--- config.mk ---
export PLATFORM = sky130hd
export DESIGN_NAME = fsp_ctrl
export DESIGN_NICKNAME = d
export VERILOG_FILES = /design/src/rtl/fsp_pkg.sv /design/src/rtl/fsp_ctrl.sv /design/src/rtl/fsp_addr_map.sv
export SDC_FILE = /design/constraint.sdc
export NUM_CORES = 1
export LEC_CHECK = 0
export BUFFER_PORTS_ARGS = -buffer_cell sky130_fd_sc_hd__buf_2
export CORE_ASPECT_RATIO = 1.4
export CORE_MARGIN = 2
export CORE_UTILIZATION = 30
export DETAILED_ROUTE_END_ITERATION = 6
export HOLD_SLACK_MARGIN = 0.12
export SYNTH_ARGS = -nofsm -noshare
export SYNTH_HDL_FRONTEND = slang
export SYNTH_HIERARCHICAL = 1
export SYNTH_SLANG_ARGS = --single-unit
--- constraint.sdc ---
create_clock -name core_clk_i -period 2.4 [get_ports core_clk_i]
set_input_delay 0.12 -clock core_clk_i [delete_from_list [all_inputs] [get_ports core_clk_i]]
set_output_delay 0.12 -clock core_clk_i [all_outputs]
set_load 0.02 [all_outputs]
--- src/rtl/fsp_pkg.sv ---
// Purpose: Shared constants for the flash self-programming controller.
// Assumes: 10 MHz core clock, word-addressed 64K-word program flash.
// Notes:   Control register bit positions and timing counts live here only.

// ============================================================
// Package
package fsp_pkg;

    // Control register field positions
    localparam int CTRL_EN_BIT = 0;
    localparam int CTRL_ERASE_BIT = 1;
    localparam int CTRL_WRITE_BIT = 2;
    localparam int CTRL_REEN_BIT = 4;
    localparam int CTRL_BUSY_BIT = 6;
    localparam logic [7:0] CTRL_RESET = 8'h00;

    // Timed sequence: store-program must follow within this many cycles
    localparam logic [2:0] WINDOW_CYCLES = 3'h4;

    // Address geometry
    localparam int PC_WIDTH = 16;
    localparam int COUNTER_TOP_BIT = 15;
    localparam int PAGE_WORD_TOP_BIT = 6;
    localparam int POINTER_PAGE_WORD_TOP_BIT = 7;
    localparam int PAGE_WORDS = 128;
    localparam int PAGE_IDX_WIDTH = 9;

    // Boot area starts, selected by the two-bit size setting
    localparam logic [15:0] BOOT_START_512 = 16'hfe00;
    localparam logic [15:0] BOOT_START_1024 = 16'hfc00;
    localparam logic [15:0] BOOT_START_2048 = 16'hf800;
    localparam logic [15:0] BOOT_START_4096 = 16'hf000;

    // Section split: concurrent-read section ends here
    localparam logic [15:0] CONCURRENT_LAST = 16'hefff;

    // Flash programming time, least value, rounded up to whole cycles
    localparam int CLK_PERIOD_NS = 100;
    localparam int PROG_TIME_NS = 3700000;
    localparam int PROG_CYCLES = (PROG_TIME_NS + CLK_PERIOD_NS - 1) / CLK_PERIOD_NS;

    // Controller states
    typedef enum logic [1:0] {
        FSP_IDLE,
        FSP_ARMED,
        FSP_PROGRAM
    } fsp_state_t;

endpackage : fsp_pkg

--- src/rtl/fsp_ctrl.sv ---
// Purpose: Self-programming sequencer for on-chip program flash.
// Assumes: CPU strobes are one-cycle pulses synchronous to core_clk_i.
// Notes:   Lock-bit and fuse access are not handled here.

`timescale 1ns/1ps

// ============================================================
// Sequencer
// Behaviour
// - Two-bit size setting picks boot area of 512 to 4096 words at flash top.
// - Words 0000-EFFF are concurrent-read section, F000-FFFF the blocking section.
// - During erase or write only the top section may be fetched or read.
// - Program counter is 16 bits, top bit 15.
// - Page holds 128 words; word index is pointer bits 7 to 1.
// - Page index for erase and write is pointer bits 16 to 8.
// - Pointer bit 16 comes from the separate extension register.
// - Erase bit plus enable, then store-program, erases the pointed page.
// - Enable alone with store-program loads r1:r0 into the page buffer.
// - Write bit plus enable, then store-program, writes the page.
// - Re-enable bit plus enable as store-program restores section reads.
// - Busy flag stays set until the concurrent section is readable again.
// - Store-program counts only within four cycles of control write.
// - Enabled completion interrupt stays asserted while enable is clear.
// - EEPROM write in progress blocks all flash programming.
module fsp_ctrl #(
    parameter int unsigned PROG_CYCLES = fsp_pkg::PROG_CYCLES
) (
    // Clock and reset
    input wire logic core_clk_i,
    input wire logic srst_i,
    // Configuration
    input wire logic boot_size_sel_hi_i,
    input wire logic boot_size_sel_lo_i,
    input wire logic irq_enable_i,
    // CPU control register and store-program
    input wire logic ctrl_wr_i,
    input wire logic [7:0] ctrl_wdata_i,
    input wire logic spm_exec_i,
    input wire logic [15:0] z_ptr_i,
    input wire logic pointer_extension_reg_i,
    input wire logic [7:0] r0_i,
    input wire logic [7:0] r1_i,
    // EEPROM status
    input wire logic eeprom_write_active_i,
    // Fetch/read address from the CPU
    input wire logic [15:0] fetch_addr_i,
    // Status to CPU
    output logic [7:0] self_prog_control_reg_o,
    output logic section_busy_flag_o,
    output logic irq_o,
    output logic fetch_allow_o,
    output logic fetch_in_boot_o,
    output logic cpu_halt_o,
    output logic lpm_byte_sel_o,
    output logic [15:0] boot_start_o,
    // Flash array commands
    output logic page_erase_o,
    output logic page_write_o,
    output logic [8:0] page_index_o,
    output logic buf_load_o,
    output logic [6:0] buf_word_o,
    output logic [15:0] buf_data_o
);

    // ========================================================
    // Elaboration checks
    // Refuse timer lengths that the 16-bit down counter cannot hold
    if (PROG_CYCLES < 1 || PROG_CYCLES > 65535) begin : g_bad_prog_cycles
        $error("PROG_CYCLES must be between 1 and 65535");
    end

    // ========================================================
    // Functions
    // Top section membership of a 16-bit word address
    function automatic logic top_section(input logic [15:0] addr);
        top_section = (addr > fsp_pkg::CONCURRENT_LAST);
    endfunction : top_section

    // ========================================================
    // State
    fsp_pkg::fsp_state_t state;
    fsp_pkg::fsp_state_t next_state;
    logic cmd_en;
    logic cmd_erase;
    logic cmd_write;
    logic cmd_reen;
    logic busy;
    logic [2:0] window_cnt;
    logic [15:0] prog_cnt;
    logic [8:0] op_page;
    logic next_cmd_en;
    logic next_cmd_erase;
    logic next_cmd_write;
    logic next_cmd_reen;
    logic next_busy;
    logic [2:0] next_window_cnt;
    logic [15:0] next_prog_cnt;
    logic [8:0] next_op_page;

    // ========================================================
    // Pointer decode
    // Pointer bit 0 is skipped, so each field sits one bit above its counter bit
    wire [fsp_pkg::PC_WIDTH-1:0] ptr_pc = {pointer_extension_reg_i, z_ptr_i[15:1]};
    wire [8:0] ptr_page = ptr_pc[fsp_pkg::COUNTER_TOP_BIT:fsp_pkg::PAGE_WORD_TOP_BIT+1];
    wire [6:0] ptr_word = ptr_pc[fsp_pkg::PAGE_WORD_TOP_BIT:0];
    wire [15:0] ptr_data = {r1_i, r0_i};

    // Control writes are refused while a command runs or EEPROM writes
    wire ctrl_accept = ctrl_wr_i && (state == fsp_pkg::FSP_IDLE) && !eeprom_write_active_i;
    wire wr_en = ctrl_wdata_i[fsp_pkg::CTRL_EN_BIT];
    wire spm_take = (state == fsp_pkg::FSP_ARMED) && spm_exec_i && !eeprom_write_active_i;
    wire do_erase = spm_take && cmd_erase;
    wire do_write = spm_take && !cmd_erase && cmd_write;
    wire do_reen = spm_take && !cmd_erase && !cmd_write && cmd_reen;
    wire do_fill = spm_take && !cmd_erase && !cmd_write && !cmd_reen;
    wire prog_done = (state == fsp_pkg::FSP_PROGRAM) && (prog_cnt == 16'h0000);
    wire [15:0] prog_load = 16'(PROG_CYCLES - 1);

    // ========================================================
    // Fetch decode
    wire [15:0] map_boot_start;
    wire map_in_boot;
    wire map_in_concurrent;

    fsp_addr_map u_addr_map (
        .boot_size_sel_hi_i(boot_size_sel_hi_i),
        .boot_size_sel_lo_i(boot_size_sel_lo_i),
        .addr_i(fetch_addr_i),
        .boot_start_o(map_boot_start),
        .in_boot_o(map_in_boot),
        .in_concurrent_o(map_in_concurrent)
    );

    // Concurrent section is unreadable whenever the busy flag stands
    wire next_fetch_allow = !(busy && map_in_concurrent);
    // Programming a top-section page leaves nothing to fetch, so halt the CPU
    wire next_halt = (state == fsp_pkg::FSP_PROGRAM) && top_section({op_page, 7'h00});

    // Readback image of the control register
    wire [7:0] next_ctrl_image = (8'(next_cmd_en) << fsp_pkg::CTRL_EN_BIT)
                               | (8'(next_cmd_erase) << fsp_pkg::CTRL_ERASE_BIT)
                               | (8'(next_cmd_write) << fsp_pkg::CTRL_WRITE_BIT)
                               | (8'(next_cmd_reen) << fsp_pkg::CTRL_REEN_BIT)
                               | (8'(next_busy) << fsp_pkg::CTRL_BUSY_BIT);

    // ========================================================
    // Next-state logic
    always_comb begin
        next_state = state;
        next_cmd_en = cmd_en;
        next_cmd_erase = cmd_erase;
        next_cmd_write = cmd_write;
        next_cmd_reen = cmd_reen;
        next_busy = busy;
        next_window_cnt = window_cnt;
        next_prog_cnt = prog_cnt;
        next_op_page = op_page;
        case (state)
            fsp_pkg::FSP_IDLE: begin
                if (ctrl_accept && wr_en) begin
                    // Arm the timed window with the written command bits
                    next_state = fsp_pkg::FSP_ARMED;
                    next_cmd_en = 1'b1;
                    next_cmd_erase = ctrl_wdata_i[fsp_pkg::CTRL_ERASE_BIT];
                    next_cmd_write = ctrl_wdata_i[fsp_pkg::CTRL_WRITE_BIT];
                    next_cmd_reen = ctrl_wdata_i[fsp_pkg::CTRL_REEN_BIT];
                    next_window_cnt = fsp_pkg::WINDOW_CYCLES - 3'h1;
                end else if (ctrl_accept) begin
                    // A write without enable starts nothing
                    next_cmd_erase = 1'b0;
                    next_cmd_write = 1'b0;
                    next_cmd_reen = 1'b0;
                end
            end
            fsp_pkg::FSP_ARMED: begin
                if (do_erase || do_write) begin
                    next_state = fsp_pkg::FSP_PROGRAM;
                    next_busy = 1'b1;
                    next_prog_cnt = prog_load;
                    next_op_page = ptr_page;
                end else if (spm_take) begin
                    // Fill and re-enable finish at once
                    next_state = fsp_pkg::FSP_IDLE;
                    next_cmd_en = 1'b0;
                    next_cmd_reen = 1'b0;
                    if (do_reen) begin
                        next_busy = 1'b0;
                    end
                end else if (window_cnt == 3'h0) begin
                    // Window missed: drop the command bits
                    next_state = fsp_pkg::FSP_IDLE;
                    next_cmd_en = 1'b0;
                    next_cmd_erase = 1'b0;
                    next_cmd_write = 1'b0;
                    next_cmd_reen = 1'b0;
                end else begin
                    next_window_cnt = window_cnt - 3'h1;
                end
            end
            fsp_pkg::FSP_PROGRAM: begin
                if (prog_done) begin
                    // Busy flag stays until software re-enables reads
                    next_state = fsp_pkg::FSP_IDLE;
                    next_cmd_en = 1'b0;
                    next_cmd_erase = 1'b0;
                    next_cmd_write = 1'b0;
                end else begin
                    next_prog_cnt = prog_cnt - 16'h0001;
                end
            end
            default: begin
                next_state = fsp_pkg::FSP_IDLE;
                next_cmd_en = 1'b0;
            end
        endcase
    end

    // ========================================================
    // Sequencer registers
    always_ff @(posedge core_clk_i) begin
        if (srst_i) begin
            state <= fsp_pkg::FSP_IDLE;
            cmd_en <= 1'b0;
            cmd_erase <= 1'b0;
            cmd_write <= 1'b0;
            cmd_reen <= 1'b0;
            busy <= 1'b0;
            window_cnt <= 3'h0;
            prog_cnt <= 16'h0000;
            op_page <= 9'h000;
        end else begin
            state <= next_state;
            cmd_en <= next_cmd_en;
            cmd_erase <= next_cmd_erase;
            cmd_write <= next_cmd_write;
            cmd_reen <= next_cmd_reen;
            busy <= next_busy;
            window_cnt <= next_window_cnt;
            prog_cnt <= next_prog_cnt;
            op_page <= next_op_page;
        end
    end

    // ========================================================
    // Status outputs
    // Interrupt level follows enable low, so it keeps asking until serviced
    always_ff @(posedge core_clk_i) begin
        if (srst_i) begin
            self_prog_control_reg_o <= fsp_pkg::CTRL_RESET;
            section_busy_flag_o <= 1'b0;
            irq_o <= 1'b0;
            fetch_allow_o <= 1'b1;
            fetch_in_boot_o <= 1'b0;
            cpu_halt_o <= 1'b0;
            lpm_byte_sel_o <= 1'b0;
            boot_start_o <= fsp_pkg::BOOT_START_4096;
        end else begin
            self_prog_control_reg_o <= next_ctrl_image;
            section_busy_flag_o <= next_busy;
            irq_o <= irq_enable_i && !next_cmd_en;
            fetch_allow_o <= next_fetch_allow;
            fetch_in_boot_o <= map_in_boot;
            cpu_halt_o <= next_halt;
            lpm_byte_sel_o <= z_ptr_i[0];
            boot_start_o <= map_boot_start;
        end
    end

    // ========================================================
    // Flash array commands
    // One-cycle pulses; page and buffer fields hold until the next command
    always_ff @(posedge core_clk_i) begin
        if (srst_i) begin
            page_erase_o <= 1'b0;
            page_write_o <= 1'b0;
            page_index_o <= 9'h000;
            buf_load_o <= 1'b0;
            buf_word_o <= 7'h00;
            buf_data_o <= 16'h0000;
        end else begin
            page_erase_o <= do_erase;
            page_write_o <= do_write;
            buf_load_o <= do_fill;
            if (do_erase || do_write) begin
                page_index_o <= ptr_page;
            end
            if (do_fill) begin
                buf_word_o <= ptr_word;
                buf_data_o <= ptr_data;
            end
        end
    end

endmodule : fsp_ctrl

--- src/rtl/fsp_addr_map.sv ---
// Purpose: Decodes a word address into boot-area and section membership.
// Assumes: Boot size setting is static during operation.
// Notes:   Purely combinational; the caller registers the results.

`timescale 1ns/1ps

// ============================================================
// Address map
module fsp_addr_map (
    // Configuration
    input wire logic boot_size_sel_hi_i,
    input wire logic boot_size_sel_lo_i,
    // Address under test
    input wire logic [15:0] addr_i,
    // Decoded results
    output logic [15:0] boot_start_o,
    output logic in_boot_o,
    output logic in_concurrent_o
);

    wire [1:0] size_sel = {boot_size_sel_hi_i, boot_size_sel_lo_i};

    // Boot area start from size setting
    assign boot_start_o = (size_sel == 2'h3) ? fsp_pkg::BOOT_START_512 :
                          (size_sel == 2'h2) ? fsp_pkg::BOOT_START_1024 :
                          (size_sel == 2'h1) ? fsp_pkg::BOOT_START_2048 :
                                               fsp_pkg::BOOT_START_4096;

    // Membership checks
    assign in_boot_o = (addr_i >= boot_start_o);
    assign in_concurrent_o = (addr_i <= fsp_pkg::CONCURRENT_LAST);

endmodule : fsp_addr_map

**Word level (Yosys, flattened, before mapping)**

Cells that the tools add are included.

- Flip-flop bits (word level): 99

- Reduce and logical (&&, ||, !) cells: 31
- Bitwise logic cells: 4
- Equal/unequal tests: 13
- Order comparisons: 3
- Add/subtract/negate cells: 2
- Muxes and demuxes: 47

Operator list:

| kind | number |
|---|---|
| two-way mux 16 bit | 4 |
| one-hot mux 16 bit (2 select lines) | 1 |
| two-way mux 1 bit | 26 |
| >= comparator 16 bit | 1 |
| > comparator 16 bit (second input constant) | 1 |
| less-or-equal comparator 16 bit (second input constant) | 1 |
| logical NOT 16 bit | 1 |
| subtractor 16 x 1 -> 16 bit (second input constant) | 1 |
| logical AND 1 bit | 15 |
| two-way mux 12 bit | 1 |
| two-way mux 3 bit | 4 |
| two-way mux 2 bit | 5 |
| inequality test 2 bit (second input constant) | 5 |
| one-hot mux 1 bit (3 select lines) | 3 |
| OR 5 x 7 -> 7 bit | 1 |
| == test 2 bit (second input constant) | 3 |
| logical NOT 1 bit | 6 |
| one-hot mux 2 bit (3 select lines) | 1 |
| one-hot mux 3 bit (2 select lines) | 1 |
| AND reduction 3 bit | 2 |
| OR 3 x 5 -> 5 bit | 1 |
| AND reduction 5 bit | 1 |
| == test 2 x 1 -> 1 bit (second input constant) | 2 |
| inequality test 2 x 1 -> 1 bit (second input constant) | 2 |
| other kinds (10) | 11 |

**Longest topological paths before layout**

Gate-level depths: netlist of the first run.

- Depth in word-level cells: 12
- Gate-level depth with buffers: 6

**Hierarchy**

The synthesis of the first run kept the hierarchy.

Modules (own cells, without submodules):

| module | cells each | area an instance (um^2) | instances |
|---|---|---|---|
| fsp_ctrl | 385 | 3425.8 | 1 |
| fsp_addr_map | 33 | 240.2 | 1 |

**Worst setup path after synthesis of the first run**

No wires, ideal clock.

- Kind: reg-to-reg
- Start point: reg prog_cnt[0]
- End point: reg prog_cnt[6]
- Path slack: 0.647 ns
- Arrival: 1.623 ns
- Data required time: 2.270 ns
- Cell stages (with the launch flop): 7
- Clock period less this slack: 1.753 ns
- Cells stage by stage: dfxtp_1 inv_1 ha_1 or4b_4 nor4_2 or4b_1 a21oi_1

- Cells in the longest elaborated chain, start to end: 4

RTL lines:

| item | RTL line | text |
|---|---|---|
| from (decl) | fsp_ctrl.sv:89 | `logic [15:0] prog_cnt;` |
| from (signal assigned) | fsp_ctrl.sv:239 | `prog_cnt <= next_prog_cnt;` |
| branches (longest 4 deep; another with subtractor 16 x 1 -> 16 bit) | - |  |

Parallel ways; which one is timed is not known. The select of a mux whose other input is x is not followed.
A chain may end at the register's enable or synchronous reset.

**Worst setup path in the final report of the first run**

- Start point: reg state[0]
- End point: reg window_cnt[2]

- Cells in the longest elaborated chain, start to end: 8

RTL lines:

| item | RTL line | text |
|---|---|---|
| from (decl) | fsp_ctrl.sv:81 | `fsp_pkg::fsp_state_t state;` |
| from (signal assigned) | fsp_ctrl.sv:222 | `state <= fsp_pkg::FSP_IDLE;` |
| from (signal assigned) | fsp_ctrl.sv:232 | `state <= next_state;` |
| == test 2 x 1 -> 1 bit | fsp_ctrl.sv:111, fsp_ctrl.sv:158 |  |
| logical AND 1 bit (2 in series) | fsp_ctrl.sv:111 | `wire spm_take = (state == fsp_pkg::FSP_ARMED) && spm_exec_i && !eeprom_write_active_i;` |
| logical AND 1 bit (2 in series) | fsp_ctrl.sv:113 | `wire do_write = spm_take && !cmd_erase && cmd_write;` |
| logical OR 1 bit | fsp_ctrl.sv:176 | `if (do_erase \|\| do_write) begin` |
| inequality test 2 bit (no source line) | - |  |
| AND reduction 5 bit (no source line) | - |  |
| to (signal assigned) | fsp_ctrl.sv:238 | `window_cnt <= next_window_cnt;` |
| to (decl) | fsp_ctrl.sv:88 | `logic [2:0] window_cnt;` |

Several ways; a longest one is shown, not always the timed one.

==> results of run 1 <==
-- kinds of logic (layout without fill, tap and decap cells) --
kind of cell / count (synthesis) / after routing
AND/OR/NAND/NOR: 178 / 178
AO/OA/AOI/OAI: 92 / 92
flip-flops: 86 / 86
buffers and inverters: 52 / 196
adder cells (fa/ha/maj): 7 / 7
other: 3 / 16
-- cell type report --
type | count | area [um2]
Sequential cell | 86 | 1720
Timing Repair Buffer | 170 | 1070
Clock buffer | 10 | 229
Tap cell | 147 | 184
Inverter | 10 | 37.5
Multi-Input combinational cell | 293 | 1720
Clock inverter | 6 | 45.0
Fill cell | 1189 | 6880
-- power by group --
part / switching [W] / total, W / internal, W / leakage [nW]
combinational: 0.000143 / 0.000283 / 0.000140 / 1.28
clock: 0.000585 / 0.00129 / 0.000709 / 0.131
sequential: 0.0000129 / 0.00147 / 0.00145 / 0.699
-- flip-flops by register name (all words and copies together), names as in the netlist, 2 cells and up --
signal	cells
prog_cnt	16
buf_data_o	16
self_prog_control_reg_o	4
op_page	4
state	2
buf_word_o	7
window_cnt	3
page_index_o	9
boot_start_o	16
-- layout by cell type, fill, tap and decap left out, types with 5 or more instances in the layout --
master         instances
or4_1                  7
ha_1                   7
a21oi_1               52
nand2_1               82
clkbuf_16              9
o31ai_1                5
dfxtp_1               86
buf_4                  8
nand2b_1               7
conb_1                16
dlygate4sd3_1         40
buf_2                122
nor2b_1               18
or3_1                  7
o41ai_1                6
a211oi_1               6
nor2_1                13
or2_2                  7
inv_1                 10
-- Yosys cell counts (3+ instances only) --
cell type	n	area (um2)
dfxtp_1	86	1720
nand2_1	82	308
a21oi_1	52	260
buf_4	21	158
clkbuf_1	19	71.3
nor2b_1	18	113
nor2_1	13	48.8
inv_1	10	37.5
ha_1	7	87.6
nand2b_1	7	43.8
or2_2	7	43.8
or3_1	7	43.8
or4_1	7	52.6
a211oi_1	6	45.0
o41ai_1	6	52.6
nor3_1	5	25.0
o31ai_1	5	37.5
a31oi_1	4	25.0
nand3_1	4	20.0
nor4b_1	4	35.0
o21ai_0	4	20.0
conb_1	3	11.3
nor4_1	3	18.8
-- through the flow --
| step | cells | power [W] | setup WS (ns) | hold slack, ns |
|---|---|---|---|---|
| 4_1_cts | 722 | 0.00309 | 0.396 | 0.129 |
| 3_3_place_gp | 666 | 0.00173 | 0.424 | 0.333 |
| 6_report | 722 | 0.00304 | 0.386 | 0.147 |
| 5_1_grt | 722 | 0.00319 | 0.235 | 0.122 |
| 2_1_floorplan | 431 | 0.00165 | 0.647 | 0.248 |
| 3_5_place_dp | 666 | 0.00173 | 0.408 | 0.348 |
-- per-layer routing --
layer | global-route usage (%) | vias to the layer above | share of wire (%)
li1 | - | 1724 | -
met3 | 5.59 | 18 | 7.0
met2 | 25.5 | 131 | 50
met5 | 0 | - | 0
met4 | 5.32 | 0 | 2.1
met1 | 15.9 | 1563 | 41
-- final timing paths --
check | from | to | slack [ns] | depth (start not counted)
hold reg to reg | buf_word_o[5] | buf_word_o[5] | 0.45 | 2
setup / recovery | state[0] | window_cnt[2] | 0.39 | 4
hold / removal | ctrl_wdata_i[2] | self_prog_control_reg_o[2] | 0.15 | 3
setup reg to reg | state[0] | window_cnt[2] | 0.39 | 4
-- tightest hold or removal path, stage by stage --
cell      delay (ns)
buf_2           0.11
a21oi_1         0.13
a211oi_1        0.07
-- what timing repair did --
item,CTS,global route
endpoints found under the setup margin,0,0
hold endpoints to repair,43,0
hold buffers,40,0
==> impl_metrics.tcl, run 1 <==
set metrics [dict create \
    status "finished, final reports clean" \
    top_level_ports 130 \
    chipHeight_um 135 \
    synth_cells 418 \
    post-route-util_pct 42.1 \
    finalSetupViolCount 0 \
    place_hpwl_um 6650 \
    startpoint_type "flip-flop" \
    row_count 47 \
    area_growth_syn_to_layout_pct 36.5 \
    finalNetCount 642 \
    grt_pass1_wl_um 15600 \
    worstPathArrival_ns 2.28 \
    numPortBuffers 122 \
    critPathKind "flip-flop to flip-flop" \
    yosysUniqueCellTypes 54 \
    root_buffer "clkbuf_16" \
    grt-ovfl-total 0 \
    netlist_area_mm2 0.00367 \
    slowest_stage "dfxtp_1" \
    drtIter0Drc 124 \
    core_area_mm2 0.0119 \
    cts_tree "done" \
    worstPathCellList "inv_1, or4_1, or4_1, o22ai_1" \
    tns_ns 0 \
    syn_area_per_cell_um2 8.77 \
    cts_resized 0 \
    path_common_cell "or4_1" \
    placed_area_mm2 0.00433 \
    drv_slew 0 \
    clock-sinks 86 \
    drive_above_1_share_pct 28.3 \
    synthSimpleGateAreaFrac_pct 26.9 \
    period_minus_slack_ns 2.01 \
    fin_skew_ns 0.00965 \
    yosys.area_share.adder_pct 2.39 \
    track_usage_pct 14.5 \
    cp_slowest_stage_delay_ns 0.61 \
    yosys_warnings 6 \
    power.leakage_nw 2.11 \
    antenna_left 0 \
    fmax_mhz 497 \
    viasPerCell 4.76 \
    path_max_fanout 13 \
    yosys_most_used_dff "dfxtp_1" \
    synth_edf_count 0 \
    final_cell_area_mm2 0.00500 \
    remaining_drc_errors 0 \
    end_kind "flip-flop" \
    vias 3436 \
    diodes 0 \
    p_per_area_mw_per_mm2 608 \
    grt_pass1_vias 3468 \
    clock_latency_ns 0.34 \
    synth_xor_area_share_pct 0 \
    worst_pin_slew_ns 0.819 \
    gp_congestion 0.839 \
    wirelength_um 9510 \
    finalHoldViolCount 0 \
    relSlewSlack_pct 45.4 \
    cts.clk_slew.worst_paths_ns 0.06 \
    synth-compound-area-share_pct 15.7 \
    ir_worst_vdd_mv 0.344 \
    ys_seq_elements 86 \
    synth_top_family_by_area "simple AND/OR/NAND/NOR gates" \
    critPathRequiredTime_ns 2.66 \
    htree_levels 3 \
    wire_per_inst_um 13.2 \
    start_util_pct 30.9 \
    cts_made_buffers 9 \
    antenna_found_initial 0 \
    min_path_type "input pin to flip-flop" \
    cts_buffer_depth 2 \
    rsz0062_at_grt "no" \
    dr.pass1.iters 4 \
    synthArstFlopShare_pct 0 \
    yosysSeqAreaShare_pct 47.0 \
    post-cts-setup-buffers 0 \
    grt_max_degree 26 \
    max_cap_violations 0 \
    muxShareOfSynthArea_pct 0 \
    crit_buf_inv 1 \
    period_share_pct 83.9 \
    die_x_um 97.4 \
    dieArea_mm2 0.0131 \
    critPathTopFamily "simple AND/OR/NAND/NOR gates" \
]
No activity file was read; power rests on OpenSTA's default activity.
==> inputs of run 2 (changes only) <==
clock period = 2.1 ns   (was 2.4 ns; I/O delays follow)
==> impl_metrics.tcl, run 2 (synthesis results as in run 1) <==
set metrics [dict create \
    rrSetupSlack_ns 0.15 \
    chipHeight_um 135 \
    reg_top3 "boot_start_o x16, buf_data_o x16, prog_cnt x16" \
    power.leakage_nw 2.15 \
    cts.clk_slew.worst_paths_ns 0.07 \
    start_util_pct 30.9 \
    antenna_left 0 \
    drtIter0Drc 112 \
    fill_cells 1195 \
    grt_pass1_vias 3390 \
    final_cell_area_mm2 0.00506 \
    end_kind "flip-flop" \
    placed_area_mm2 0.00436 \
    reg2reg_to "prog_cnt[6]" \
    root_buffer "clkbuf_16" \
    status "finished, final reports clean" \
    ir_worst_vdd_mv 0.424 \
    vias 3467 \
    row_count 47 \
    drv_slew 0 \
    grt_pass1_wl_um 15700 \
    fin_skew_ns 0.00652 \
    path_max_fanout 5 \
    top_level_ports 130 \
    cts_made_buffers 9 \
    viasPerCell 4.77 \
    wirelength_um 9610 \
    htree_levels 3 \
    finalNonFillerCells 727 \
    critPathKind "flip-flop to flip-flop" \
    p_per_area_mw_per_mm2 701 \
    post-route-util_pct 42.6 \
    relSlewSlack_pct 46.8 \
    finalHoldViolCount 0 \
    hp-start "ctrl_wdata_i[0]" \
    final_common_cell "buf_2" \
    min_to "self_prog_control_reg_o[2]" \
    period_minus_slack_ns 1.95 \
    area_growth_syn_to_layout_pct 38.0 \
    grt_max_degree 28 \
    period_share_pct 93.1 \
    gp_congestion 0.833 \
    dr.pass1.iters 4 \
    rsz0062_at_grt "no" \
    dieArea_mm2 0.0131 \
    place_hpwl_um 6830 \
    critPathRequiredTime_ns 2.31 \
    worst_pin_slew_ns 0.798 \
    max_cap_violations 0 \
    drive_above_1_share_pct 29.0 \
    fmax_mhz 512 \
    hold_depth 5 \
    diodes 0 \
    r2r-start "prog_cnt[0]" \
    antenna_found_initial 0 \
    cts_buffer_depth 2 \
    track_usage_pct 14.5 \
    post-place-cells 670 \
    numPortBuffers 122 \
    post-cts-setup-buffers 0 \
    core_area_mm2 0.0119 \
    cts_tree "done" \
    rr_worst_depth 6 \
    worstPathArrival_ns 2.16 \
    wire_per_inst_um 13.2 \
    finalNetCount 647 \
    min_path_type "input pin to flip-flop" \
    layout_common_cells "122 x buf_2, 86 x dfxtp_1, 82 x nand2_1" \
    finalSetupViolCount 0 \
    remaining_drc_errors 0 \
    clock_latency_ns 0.34 \
    grt-ovfl-total 0 \
    die_x_um 97.4 \
    tns_ns 0 \
    clock-sinks 86 \
    startpoint_type "flip-flop" \
]
-- run 2: cell count changes in the layout (fill, tap and decap cells not counted), sizes merged --
cell / before / now
dlygate4sd3: 40 / 41
inv: 12 / 13
buf: 130 / 134
clkbuf: 10 / 9
clkinvlp: 2 / 1
clkinv: 2 / 3
-- run 2: layer usage --
layer | share of wire, % | wire (um) | track usage [%] | vias to the layer above
met4 | 1.2 | 112 | 5.40 | 0
met3 | 6.6 | 635 | 4.71 | 15
met2 | 51 | 4940 | 26.0 | 131
met1 | 41 | 3920 | 16.1 | 1583
met5 | 0 | 0 | 0 | -
li1 | - | - | - | 1738
-- run 2: metrics by stage --
stage / setup slack, ns / total power (W) / hold slack, ns
finish: 0.145 / 0.00355 / 0.151
global route: 0.0603 / 0.00371 / 0.160
CTS: 0.156 / 0.00360 / 0.138
detailed placement: 0.171 / 0.00198 / 0.331
global placement: 0.229 / 0.00197 / 0.319
floorplan: 0.347 / 0.00189 / 0.233
-- run 2: worst max-delay path, stage by stage, from the launching register on --
cell and delay, ns:
dfxtp_1 0.35, inv_1 0.09, ha_1 0.16, or4b_4 0.50, nor4_2 0.47, or4b_1 0.19
a21oi_1 0.06
-- run 2: where the power goes --
part	leakage, nW	switching [W]	internal, W
combinational	1.31	0.000167	0.000162
sequential	0.699	0.0000123	0.00166
clock	0.140	0.000714	0.000829
-- run 2: worst max-delay path by stage --
stage	cells after the start	end	start	slack, ns
after CTS	6	prog_cnt[6]	prog_cnt[0]	0.16
after global placement	6	prog_cnt[6]	prog_cnt[0]	0.23
final	6	prog_cnt[6]	prog_cnt[0]	0.15
after floorplan	6	prog_cnt[6]	prog_cnt[0]	0.35
after detailed placement	6	prog_cnt[6]	prog_cnt[0]	0.17
after global routing	6	prog_cnt[6]	prog_cnt[0]	0.06
-- run 2: cell type report --
type / count / area [um2] / share of cell area [%]
clock buffer: 9 / 225 / 4.45
clock inverter: 7 / 65.1 / 1.29
multi-input combinational: 293 / 1720 / 33.9
inverter: 10 / 37.5 / 0.742
sequential: 86 / 1720 / 34.0
tap: 147 / 184 / 3.64
timing repair buffer: 175 / 1110 / 22.0
-- run 2: repair_timing --
item / in CTS / in global routing
endpoints found under the hold margin: 44 / 0
gates resized for setup: 0 / 0
hold buffers: 41 / 0
